**src/inc/ser_defs.vh**
```
// Constants for the status event reporting register set
`ifndef SER_DEFS_VH
`define SER_DEFS_VH

// Register width
`define SER_REG_W 16

// Operation register bit positions
`define SER_OPER_CAL_BIT 0
`define SER_OPER_TRIG_BIT 5
`define SER_OPER_VOLT_BIT 8
`define SER_OPER_CURR_BIT 10
// Bits 0, 5, 8 and 10: largest readable value 1313
`define SER_OPER_VALID_MASK 16'h0521

// Questionable register bit positions
`define SER_QUES_TEMP_BIT 3
`define SER_QUES_VALID_MASK 16'h0008

// Status byte summary bit positions
`define SER_STB_QUES_BIT 3
`define SER_STB_OPER_BIT 7

// Reset values
`define SER_RESET_REG 16'h0000
`define SER_RESET_FLAGS 5'h00

// Synchronised flag vector layout
`define SER_FLAG_W 5
`define SER_FLAG_CAL 0
`define SER_FLAG_TRIG 1
`define SER_FLAG_VOLT 2
`define SER_FLAG_CURR 3
`define SER_FLAG_TEMP 4

// Command codes on the command port
`define SER_CMD_W 4
`define SER_CMD_OPER_COND 4'h1
`define SER_CMD_OPER_EVENT 4'h2
`define SER_CMD_OPER_EN_WR 4'h3
`define SER_CMD_OPER_EN_RD 4'h4
`define SER_CMD_PRESET 4'h5
`define SER_CMD_QUES_EVENT 4'h6
`define SER_CMD_QUES_COND 4'h7
`define SER_CMD_QUES_EN_WR 4'h8
`define SER_CMD_QUES_EN_RD 4'h9

`endif

```
**src/verilog/ser_status_regs.v**
```verilog
// Operation and questionable condition, event and enable registers
// Operation and questionable
// - Operation events latch until read, read clears
// - Operation event reads only bits 0,5,8,10
// - Preset forces both condition registers to zero
// - Questionable events latch, read-only, cleared by read
// - Questionable condition and event 16 bits, only bit 3; enable keeps all 16
// - Questionable condition shows live state, unlatched
// - Questionable enable masks bits into summary
// - Questionable summary is OR of enabled events
// - Questionable enable reads back last written mask
// - Cal 0, trigger 5, voltage 8, current 10
// - Operation summary is OR of enabled events
`timescale 1ns/1ns
`include "ser_defs.vh"

module ser_status_regs (
	input wire clk,
	input wire reset,
	input wire calibration_computing_flag,
	input wire wait_for_trigger_flag,
	input wire constant_voltage_flag,
	input wire constant_current_flag,
	input wire overtemperature_flag,
	input wire cmd_valid,
	input wire [`SER_CMD_W-1:0] cmd_code,
	input wire [`SER_REG_W-1:0] cmd_wdata,
	output reg rsp_valid,
	output reg [`SER_REG_W-1:0] rsp_data,
	output reg cmd_error,
	output reg operation_summary,
	output reg questionable_summary,
	output reg reporting_suppressed
);

	// Rising edge of a condition vector
	function [`SER_REG_W-1:0] rise_of;
		input [`SER_REG_W-1:0] now_val;
		input [`SER_REG_W-1:0] old_val;
		begin
			rise_of = now_val & ~old_val;
		end
	endfunction

	// Summary: OR of enabled event bits
	function summary_of;
		input [`SER_REG_W-1:0] events;
		input [`SER_REG_W-1:0] mask;
		begin
			summary_of = |(events & mask);
		end
	endfunction

	wire [`SER_FLAG_W-1:0] flags_sync;
	reg [`SER_REG_W-1:0] oper_cond_reg;
	reg [`SER_REG_W-1:0] oper_cond_next;
	reg [`SER_REG_W-1:0] oper_event_reg;
	reg [`SER_REG_W-1:0] oper_event_next;
	reg [`SER_REG_W-1:0] oper_enable_reg;
	reg [`SER_REG_W-1:0] oper_enable_next;
	reg [`SER_REG_W-1:0] questionable_live_condition_reg;
	reg [`SER_REG_W-1:0] ques_cond_next;
	reg [`SER_REG_W-1:0] questionable_event_latch_reg;
	reg [`SER_REG_W-1:0] ques_event_next;
	reg [`SER_REG_W-1:0] questionable_event_mask_reg;
	reg [`SER_REG_W-1:0] ques_mask_next;
	reg suppress_next;
	reg [`SER_REG_W-1:0] oper_raw;
	reg [`SER_REG_W-1:0] ques_raw;
	reg [`SER_REG_W-1:0] rd_data_next;
	reg known_cmd;
	reg clr_oper_event;
	reg clr_ques_event;
	reg wr_oper_enable;
	reg wr_ques_mask;
	reg status_preset_command;

	// Pin-side flags pass the three-stage synchroniser
	ser_sync u_sync (
		.clk(clk),
		.reset(reset),
		.sync_in({overtemperature_flag, constant_current_flag, constant_voltage_flag,
			wait_for_trigger_flag, calibration_computing_flag}),
		.sync_out(flags_sync)
	);

	// Command decode and read data selection
	always @*
	begin
		rd_data_next = `SER_RESET_REG;
		known_cmd = 1'b1;
		clr_oper_event = 1'b0;
		clr_ques_event = 1'b0;
		wr_oper_enable = 1'b0;
		wr_ques_mask = 1'b0;
		status_preset_command = 1'b0;
		if (cmd_valid)
		begin
			case (cmd_code)
				`SER_CMD_OPER_COND: rd_data_next = oper_cond_reg;
				`SER_CMD_OPER_EVENT:
				begin
					rd_data_next = oper_event_reg & `SER_OPER_VALID_MASK;
					clr_oper_event = 1'b1;
				end
				`SER_CMD_OPER_EN_WR: wr_oper_enable = 1'b1;
				`SER_CMD_OPER_EN_RD: rd_data_next = oper_enable_reg;
				`SER_CMD_PRESET: status_preset_command = 1'b1;
				`SER_CMD_QUES_EVENT:
				begin
					rd_data_next = questionable_event_latch_reg;
					clr_ques_event = 1'b1;
				end
				`SER_CMD_QUES_COND: rd_data_next = questionable_live_condition_reg;
				`SER_CMD_QUES_EN_WR: wr_ques_mask = 1'b1;
				`SER_CMD_QUES_EN_RD: rd_data_next = questionable_event_mask_reg;
				default: known_cmd = 1'b0;
			endcase
		end
	end

	// Live condition vectors from the synchronised flags
	always @*
	begin
		oper_raw = `SER_RESET_REG;
		oper_raw[`SER_OPER_CAL_BIT] = flags_sync[`SER_FLAG_CAL];
		oper_raw[`SER_OPER_TRIG_BIT] = flags_sync[`SER_FLAG_TRIG];
		oper_raw[`SER_OPER_VOLT_BIT] = flags_sync[`SER_FLAG_VOLT];
		oper_raw[`SER_OPER_CURR_BIT] = flags_sync[`SER_FLAG_CURR];
		ques_raw = `SER_RESET_REG;
		ques_raw[`SER_QUES_TEMP_BIT] = flags_sync[`SER_FLAG_TEMP];
	end

	// Next state of conditions, events and masks
	always @*
	begin
		// Preset holds reporting off until an enable register is written
		suppress_next = status_preset_command
			| (reporting_suppressed & ~wr_oper_enable & ~wr_ques_mask);
		oper_cond_next = suppress_next ? `SER_RESET_REG : oper_raw;
		ques_cond_next = suppress_next ? `SER_RESET_REG : ques_raw;
		// New edge wins over a clearing read in the same cycle
		oper_event_next = (clr_oper_event ? `SER_RESET_REG : oper_event_reg)
			| rise_of(oper_cond_next, oper_cond_reg);
		ques_event_next = (clr_ques_event ? `SER_RESET_REG : questionable_event_latch_reg)
			| rise_of(ques_cond_next, questionable_live_condition_reg);
		oper_enable_next = wr_oper_enable ? (cmd_wdata & `SER_OPER_VALID_MASK)
			: oper_enable_reg;
		ques_mask_next = wr_ques_mask ? cmd_wdata : questionable_event_mask_reg;
	end

	// Register state and registered outputs
	always @(posedge clk)
	begin
		if (reset)
		begin
			oper_cond_reg <= `SER_RESET_REG;
			oper_event_reg <= `SER_RESET_REG;
			oper_enable_reg <= `SER_RESET_REG;
			questionable_live_condition_reg <= `SER_RESET_REG;
			questionable_event_latch_reg <= `SER_RESET_REG;
			questionable_event_mask_reg <= `SER_RESET_REG;
			reporting_suppressed <= 1'b0;
			rsp_valid <= 1'b0;
			rsp_data <= `SER_RESET_REG;
			cmd_error <= 1'b0;
			operation_summary <= 1'b0;
			questionable_summary <= 1'b0;
		end
		else
		begin
			oper_cond_reg <= oper_cond_next;
			oper_event_reg <= oper_event_next;
			oper_enable_reg <= oper_enable_next;
			questionable_live_condition_reg <= ques_cond_next;
			questionable_event_latch_reg <= ques_event_next;
			questionable_event_mask_reg <= ques_mask_next;
			reporting_suppressed <= suppress_next;
			// Answer one cycle after each command
			rsp_valid <= cmd_valid;
			rsp_data <= rd_data_next;
			cmd_error <= cmd_valid & ~known_cmd;
			// Summaries track the event state being stored
			operation_summary <= summary_of(oper_event_next, oper_enable_next);
			questionable_summary <= summary_of(ques_event_next, ques_mask_next);
		end
	end

endmodule // ser_status_regs

```
**src/verilog/ser_sync.v**
```verilog
// Three-stage synchroniser for the asynchronous condition inputs
`timescale 1ns/1ns
`include "ser_defs.vh"

module ser_sync (
	input wire clk,
	input wire reset,
	input wire [`SER_FLAG_W-1:0] sync_in,
	output reg [`SER_FLAG_W-1:0] sync_out
);

	reg [`SER_FLAG_W-1:0] stage1_reg;
	reg [`SER_FLAG_W-1:0] stage2_reg;
	reg [`SER_FLAG_W-1:0] stage3_reg;

	// Stage chain; output follows only when stages two and three agree
	always @(posedge clk)
	begin
		if (reset)
		begin
			stage1_reg <= `SER_RESET_FLAGS;
			stage2_reg <= `SER_RESET_FLAGS;
			stage3_reg <= `SER_RESET_FLAGS;
			sync_out <= `SER_RESET_FLAGS;
		end
		else
		begin
			stage1_reg <= sync_in;
			stage2_reg <= stage1_reg;
			stage3_reg <= stage2_reg;
			// Per bit: take the new level once two samples match
			sync_out <= (stage2_reg & ~(stage2_reg ^ stage3_reg))
				| (sync_out & (stage2_reg ^ stage3_reg));
		end
	end

endmodule // ser_sync
```
**config.mk**
```make
export PLATFORM = sky130hd
export DESIGN_NAME = ser_status_regs
export DESIGN_NICKNAME = d
export VERILOG_FILES = /design/src/verilog/ser_status_regs.v /design/src/verilog/ser_sync.v
export VERILOG_INCLUDE_DIRS = /design/src /design/src/inc
export SDC_FILE = /design/constraint.sdc
export NUM_CORES = 1
export LEC_CHECK = 0
export BUFFER_PORTS_ARGS = -buffer_cell sky130_fd_sc_hd__buf_2
export CAP_MARGIN = 20
export CORE_ASPECT_RATIO = 1.4
export CORE_MARGIN = 3
export CORE_UTILIZATION = 48
export CTS_BUF_LIST = sky130_fd_sc_hd__clkbuf_8
export CTS_CLUSTER_SIZE = 12
export DETAILED_ROUTE_END_ITERATION = 8
export PLACE_DENSITY = 0.71
export SYNTH_ARGS = -nofsm -noshare
export SYNTH_HDL_FRONTEND = slang
export SYNTH_HIERARCHICAL = 1
export SYNTH_SLANG_ARGS = --single-unit
export TNS_END_PERCENT = 30
```
**constraint.sdc**
```tcl
create_clock -name clk -period 1.9 [get_ports clk]
set_input_delay 0.38 -clock clk [delete_from_list [all_inputs] [get_ports clk]]
set_output_delay 0.38 -clock clk [all_outputs]
set_load 0.03 [all_outputs]
```
; Word-level counts from Yosys, hierarchy flattened
; Index checks and enable logic that the tools add are counted.
[totals]
ff_bits = 137
inputBits = 28
output_inout_bits = 21
elab_cells = 69
[op_classes]
n_eq_ne = 9
n_mux = 19
bitwise = 21
n_reduce_logical = 4
[ops]
columns = operator, n
row1 = 16-bit one-hot mux with 6 select lines, 1
row2 = 16-bit 2-to-1 mux, 4
row3 = 16-bit bitwise AND, 2
row4 = 16-bit NOT, 2
row5 = 16-bit OR, 2
row6 = 16-bit OR reduction, 2
row7 = 11-bit by 16-bit bitwise AND with 16-bit output, 1
row8 = 4-bit by 16-bit bitwise AND with 16-bit output, 1
row9 = 4-bit by 3-bit == test with 1-bit output (second input constant), 4
row10 = 1-bit 2-to-1 mux, 12
row11 = 11-bit 2-to-1 mux, 1
row12 = 5-bit bitwise AND, 2
row13 = 9-bit OR reduction, 1
row14 = 4-bit by 2-bit == test with 1-bit output (second input constant), 2
row15 = 4-bit == test (second input constant), 2
row16 = 5-bit NOT, 1
row17 = 5-bit OR, 1
row18 = 5-bit XOR, 1
row19 = 4-bit by 1-bit == test with 1-bit output (second input constant), 1
row20 = 4-bit 2-to-1 mux, 1
row21 = 1-bit NOT, 4
row22 = 1-bit bitwise AND, 3
row23 = 2-bit OR reduction, 1
row24 = 1-bit OR, 1

; Longest topological paths before layout
[depth]
depth_word = 12
ltp_mapped = 8
depth_no_buf = 6

; Modules after synthesis
; The synthesis kept the hierarchy.
[by_module_without_submodules]
columns = module, instances, cells_per_inst, area_each_um2, seq_area_each_um2
row1 = ser_status_regs, 1, 326, 3240.6, 1801.7
row2 = ser_sync, 1, 52, 651.9, 400.4

; Worst setup path after synthesis
; Ideal clock, no wire load.
[synth_path]
path_kind = input to register
startpoint = input cmd_code[2]
endpoint = register questionable_summary
setup_ps = 128
arrival_time_ps = 1888
required_ps = 1772
slack_ps = -116
path_stages = 8
path_buffers = 2
cell_sequence = buf_4 -> nand4bb_2 -> nor2_4 -> buf_6 -> mux2i_1 -> o22ai_1 -> nor4_1 -> o211ai_1
[synth_between]
elab_chain_len = 12
word_cells_on_any_way = 24
cone_classes = eq/ne: 4 / mux: 11 / bitwise: 8 / reduce/logical: 1
[synth_rtl]
columns = item, line_no
row1 = start: declaration, ser_status_regs.v:26  ; input wire [`SER_CMD_W-1:0] cmd_code,
row2 = 4-bit by 2-bit == test with 1-bit output, ser_status_regs.v:99  ; case (cmd_code)
row3 = 1-bit 2-to-1 mux, ser_status_regs.v:99
row4 = 1-bit 2-to-1 mux, ser_status_regs.v:97  ; if (cmd_valid)
row5 = 1-bit NOT, ser_status_regs.v:139  ; | (reporting_suppressed & ~wr_oper_enable & ~wr_ques_mask);
row6 = 1-bit bitwise AND (2 in a row), ser_status_regs.v:139
row7 = 1-bit OR, ser_status_regs.v:139
row8 = 4-bit 2-to-1 mux, ser_status_regs.v:141  ; ques_cond_next = suppress_next ? `SER_RESET_REG : ques_raw;
row9 = 4-bit by 16-bit bitwise AND with 16-bit output, ser_status_regs.v:41  ; rise_of = now_val & ~old_val;
row10 = 16-bit OR, ser_status_regs.v:145  ; ques_event_next = (clr_ques_event ? `SER_RESET_REG : questionable_event_latch_reg)
row11 = 16-bit bitwise AND (*), ser_status_regs.v:50  ; summary_of = |(events & mask);
row12 = 16-bit OR reduction (*), ser_status_regs.v:50
row13 = end signal: assignment, ser_status_regs.v:185  ; questionable_summary <= summary_of(ques_event_next, ques_mask_next);
row14 = end: declaration, ser_status_regs.v:32  ; output reg questionable_summary,
; Mark *: on every way between the ends. The rest lies on a longest branch, timed or not.
; A chain may end at the register's enable or synchronous reset.

; Worst setup path in the final report
[layout_path]
startpoint = register reporting_suppressed
endpoint = register operation_summary
[layout_between]
elab_chain_len = 8
[layout_rtl]
columns = item, line_no
row1 = start: declaration, ser_status_regs.v:33  ; output reg reporting_suppressed
row2 = start signal: assignment, ser_status_regs.v:178  ; reporting_suppressed <= suppress_next;
row3 = 1-bit bitwise AND (2 in a row), ser_status_regs.v:139
row4 = 1-bit OR, ser_status_regs.v:139
row5 = 11-bit 2-to-1 mux, ser_status_regs.v:140  ; oper_cond_next = suppress_next ? `SER_RESET_REG : oper_raw;
row6 = 11-bit by 16-bit bitwise AND with 16-bit output, ser_status_regs.v:41
row7 = 16-bit OR, ser_status_regs.v:143  ; oper_event_next = (clr_oper_event ? `SER_RESET_REG : oper_event_reg)
row8 = 16-bit bitwise AND, ser_status_regs.v:50
row9 = 16-bit OR reduction, ser_status_regs.v:50
row10 = end signal: assignment, ser_status_regs.v:184  ; operation_summary <= summary_of(oper_event_next, oper_enable_next);
row11 = end: declaration, ser_status_regs.v:31  ; output reg operation_summary,
; No other way between the ends.

==> results summary <==
The flow ran to the end, and the final reports show no timing, DRC or antenna violations. The core area is 0.00780 mm^2. Dividing the final minimum period by the clock period gives 0.943. For this block, the routed nets add up to 8540 um of wire. The overall power is 3990 uW. In the final routed layout, each cell accounts on average for between 15 and 20 um. Across all hold checks on the routed design, the worst slack comes to 209 ps. The peak fanout along the critical path is 9.

The number of gates resized after cts came out at 0. The reported leakage power is ~0.0018 uW. The die outline height came out at 113 um. Counting every instance in the synthesized netlist gives 378. The synthesis-stage register bit count came out at 110. The sequential cell area came out at 0.00220 mm^2. The sequential fraction of the synthesis area came out at 0.566.

Entering global routing, the biggest net connects 36 pins. The category of the worst setup path capture point is a flip-flop. The global placement routability congestion came out at ~0.83. The count of routing violations after the opening detailed-route iteration came out at approximately 250. The final setup skew is 8.42 ps. The main flop type after synthesis is sky130_fd_sc_hd__dfxtp_1. The via count of the first global-routing pass came out at 2,862.

Of the cells placed in the final design, the portion with a size suffix greater than 1 is 0.269. The net count after synthesis came out at between 400 and 500. The number of top-level pins came out at 49. The count of endpoints failing setup in the final report is 0.

Data on the critical path is required at its endpoint by 2170 ps. The initial antenna violation count is 0. The clock period minus worst slack came out at 1790 ps. The mapped netlist covers ~0.0039 mm^2.

Power spread over the standard cell area amounts to 864 mW/mm^2. The number of failing hold endpoints at the final stage is 0. The root buffer cell chosen for the clock tree is sky130_fd_sc_hd__clkbuf_8.

In this run, CTS created clock tree buffers numbering 9. The transition time at the pin with the least slew margin is 863 ps. The combined area of the multi-input logic cells is 0.00154 mm^2. The all-layer global routing usage is 0.197.

The standard-cell row count is 38. Data arrives at the worst endpoint at between 2000 and 2500 ps. The worst ir drop on vdd is 0.607 mV. The floorplan step set the die width to 82.1 um. The number of hold-repair buffers added at the cts stage came out at 0. For this run, the number of Yosys warnings is 6. The detailed-route vias per instance is between 5 and 6. The kind of path behind the tightest hold check is in2reg.

The async set-reset flop share out of synthesis came out at 0. The number of buffers inserted by port buffering came out at 48. Across all layers, the routed design uses 2,949 vias.

The layout has roughly 700 filler cells. The post-CTS setup buffer count is 0. The post-detailed-route DRC marker count is 0.

The floorplan step defined a die boundary enclosing 0.00924 mm^2. The number of cells after detailed placement came out at 538. In the layout the commonest cells are sky130_fd_sc_hd__dfxtp_1 (110), sky130_fd_sc_hd__buf_2 (48), sky130_fd_sc_hd__nor2_1 (46), sky130_fd_sc_hd__and2_1 (30), sky130_fd_sc_hd__buf_4 (29). The critical path is of the reg2reg type. The wire length of the first global-routing pass came out at 13,900 um. The mean area per synthesized cell came out at 10.3 um^2. The area added between synthesis and finish is 18.5%.

The synthesized design contains 0 enable-type register cells. The max-capacitance violation count came out at 0. The total negative setup slack is 0 ps.

The insertion delay to the later sink of the worst-skew pair came out at 370 ps. Clock-pin slew was measured on the worst setup and hold paths at roughly 100 ps. The number of non-filler instances in the completed layout is approximately 550. Detailed placement finished with a half-perimeter wire length of approximately 6200 um. The number of diodes added for antenna fixing came out at 0.

The length of the first detailed-routing pass in iterations is 8. The net count reported at finish came out at 477. For this configuration, the core starts out at a cell density of 0.499. For this run the aggregate overflow at the end of global routing stands at 0. The library cell used most frequently in the layout, excluding fill and tap cells, is sky130_fd_sc_hd__dfxtp_1. The residual antenna-violating net count after detailed routing came out at 0. The number of H-tree levels is 3. The critical path launch point type is a flip-flop. Setup repair after global routing left no endpoint under its margin. The sink count of the clock tree came out at 110.

The final number of max-transition violations is 0. The number of library cell types mapped by synthesis came out at 45. Timing would allow up to 558 MHz.

The worst slew margin relative to its limit came out at 0.422. TritonCTS built the clock tree. In this run the deepest clock path goes through 2 buffers.
[kinds of logic after synthesis]
family | after synthesis | synth area share
AOI/OAI and AO/OA | 82 | 0.154
buffers and inverters | 35 | 0.0415
DFF | 110 | 0.566
muxes | 19 | 0.0498
and+or+nand+nor | 132 | 0.189
[report_power, final]
| part | total [uW] | internal [uW] | leakage (uW) | switching, uW |
|---|---|---|---|---|
| registers | 2330 | 2330 | 0.000889 | 8.40 |
| clock network | 1450 | 631 | 0.000106 | 817 |
| logic | 206 | 84.7 | 0.000808 | 121 |
[synthesized netlist by cell type (9+ instances only)]
| library cell | number | area (um^2) |
|---|---|---|
| sky130_fd_sc_hd__dfxtp_1 | 110 | 2200 |
| sky130_fd_sc_hd__nor2_1 | 46 | 173 |
| sky130_fd_sc_hd__and2_1 | 30 | 188 |
| sky130_fd_sc_hd__inv_1 | 17 | 63.8 |
| sky130_fd_sc_hd__nand2_1 | 17 | 63.8 |
| sky130_fd_sc_hd__mux2i_1 | 16 | 160 |
| sky130_fd_sc_hd__a222oi_1 | 13 | 130 |
| sky130_fd_sc_hd__clkbuf_1 | 13 | 48.8 |
| sky130_fd_sc_hd__nor2b_2 | 13 | 114 |
| sky130_fd_sc_hd__a21oi_1 | 12 | 60.1 |
| sky130_fd_sc_hd__o21ai_0 | 10 | 50.1 |
| sky130_fd_sc_hd__a22oi_1 | 9 | 67.6 |
[metrics by stage]
step / setup slack, ps / utilization / cell area (um^2)
after global routing: 0.531 / 0.592 / 4610
after detailed placement: -126 / 0.565 / 4410
after global placement: -92.5 / 0.565 / 4410
final: 108 / 0.592 / 4610
after CTS: 96.0 / 0.592 / 4610
after floorplan: -13.8 / - / 3910
[per-layer routing]
metal  vias to the layer above  global-route usage  wire length [um]  part of all wire
li1                       1464                   -                 -                 -
met1                      1370               0.233              3620              0.42
met2                        98               0.336              4300              0.50
met3                        17              0.0465               408             0.048
met4                         0              0.0754               217             0.025
met5                         -                   0                 0                 0
[worst max-delay path, cell delays in order (launching register included)]
cell	delay [ps]
sky130_fd_sc_hd__dfxtp_1	380
sky130_fd_sc_hd__a21bo_1	210
sky130_fd_sc_hd__a211o_1	400
sky130_fd_sc_hd__a32oi_1	270
sky130_fd_sc_hd__o21ai_0	130
sky130_fd_sc_hd__o31a_1	290
[final timing paths]
kind	from	endpoint	slack (ps)	cells past startpoint
max	reporting_suppressed	operation_summary	110	5
min	calibration_computing_flag	u_sync/stage1_reg[0]	210	2
max reg2reg	reporting_suppressed	operation_summary	110	5
min reg2reg	u_sync/stage1_reg[3]	u_sync/stage2_reg[3]	450	1
[cell type report]
class | instances | share of cell area
Sequential cell | 110 | 0.477
Multi-Input combinational cell | 233 | 0.334
Timing Repair Buffer | 78 | 0.104
Tap cell | 100 | 0.0271
Clock buffer | 9 | 0.0268
Clock inverter | 7 | 0.0176
Inverter | 17 | 0.0138
Power figures use the tool's default switching activity.
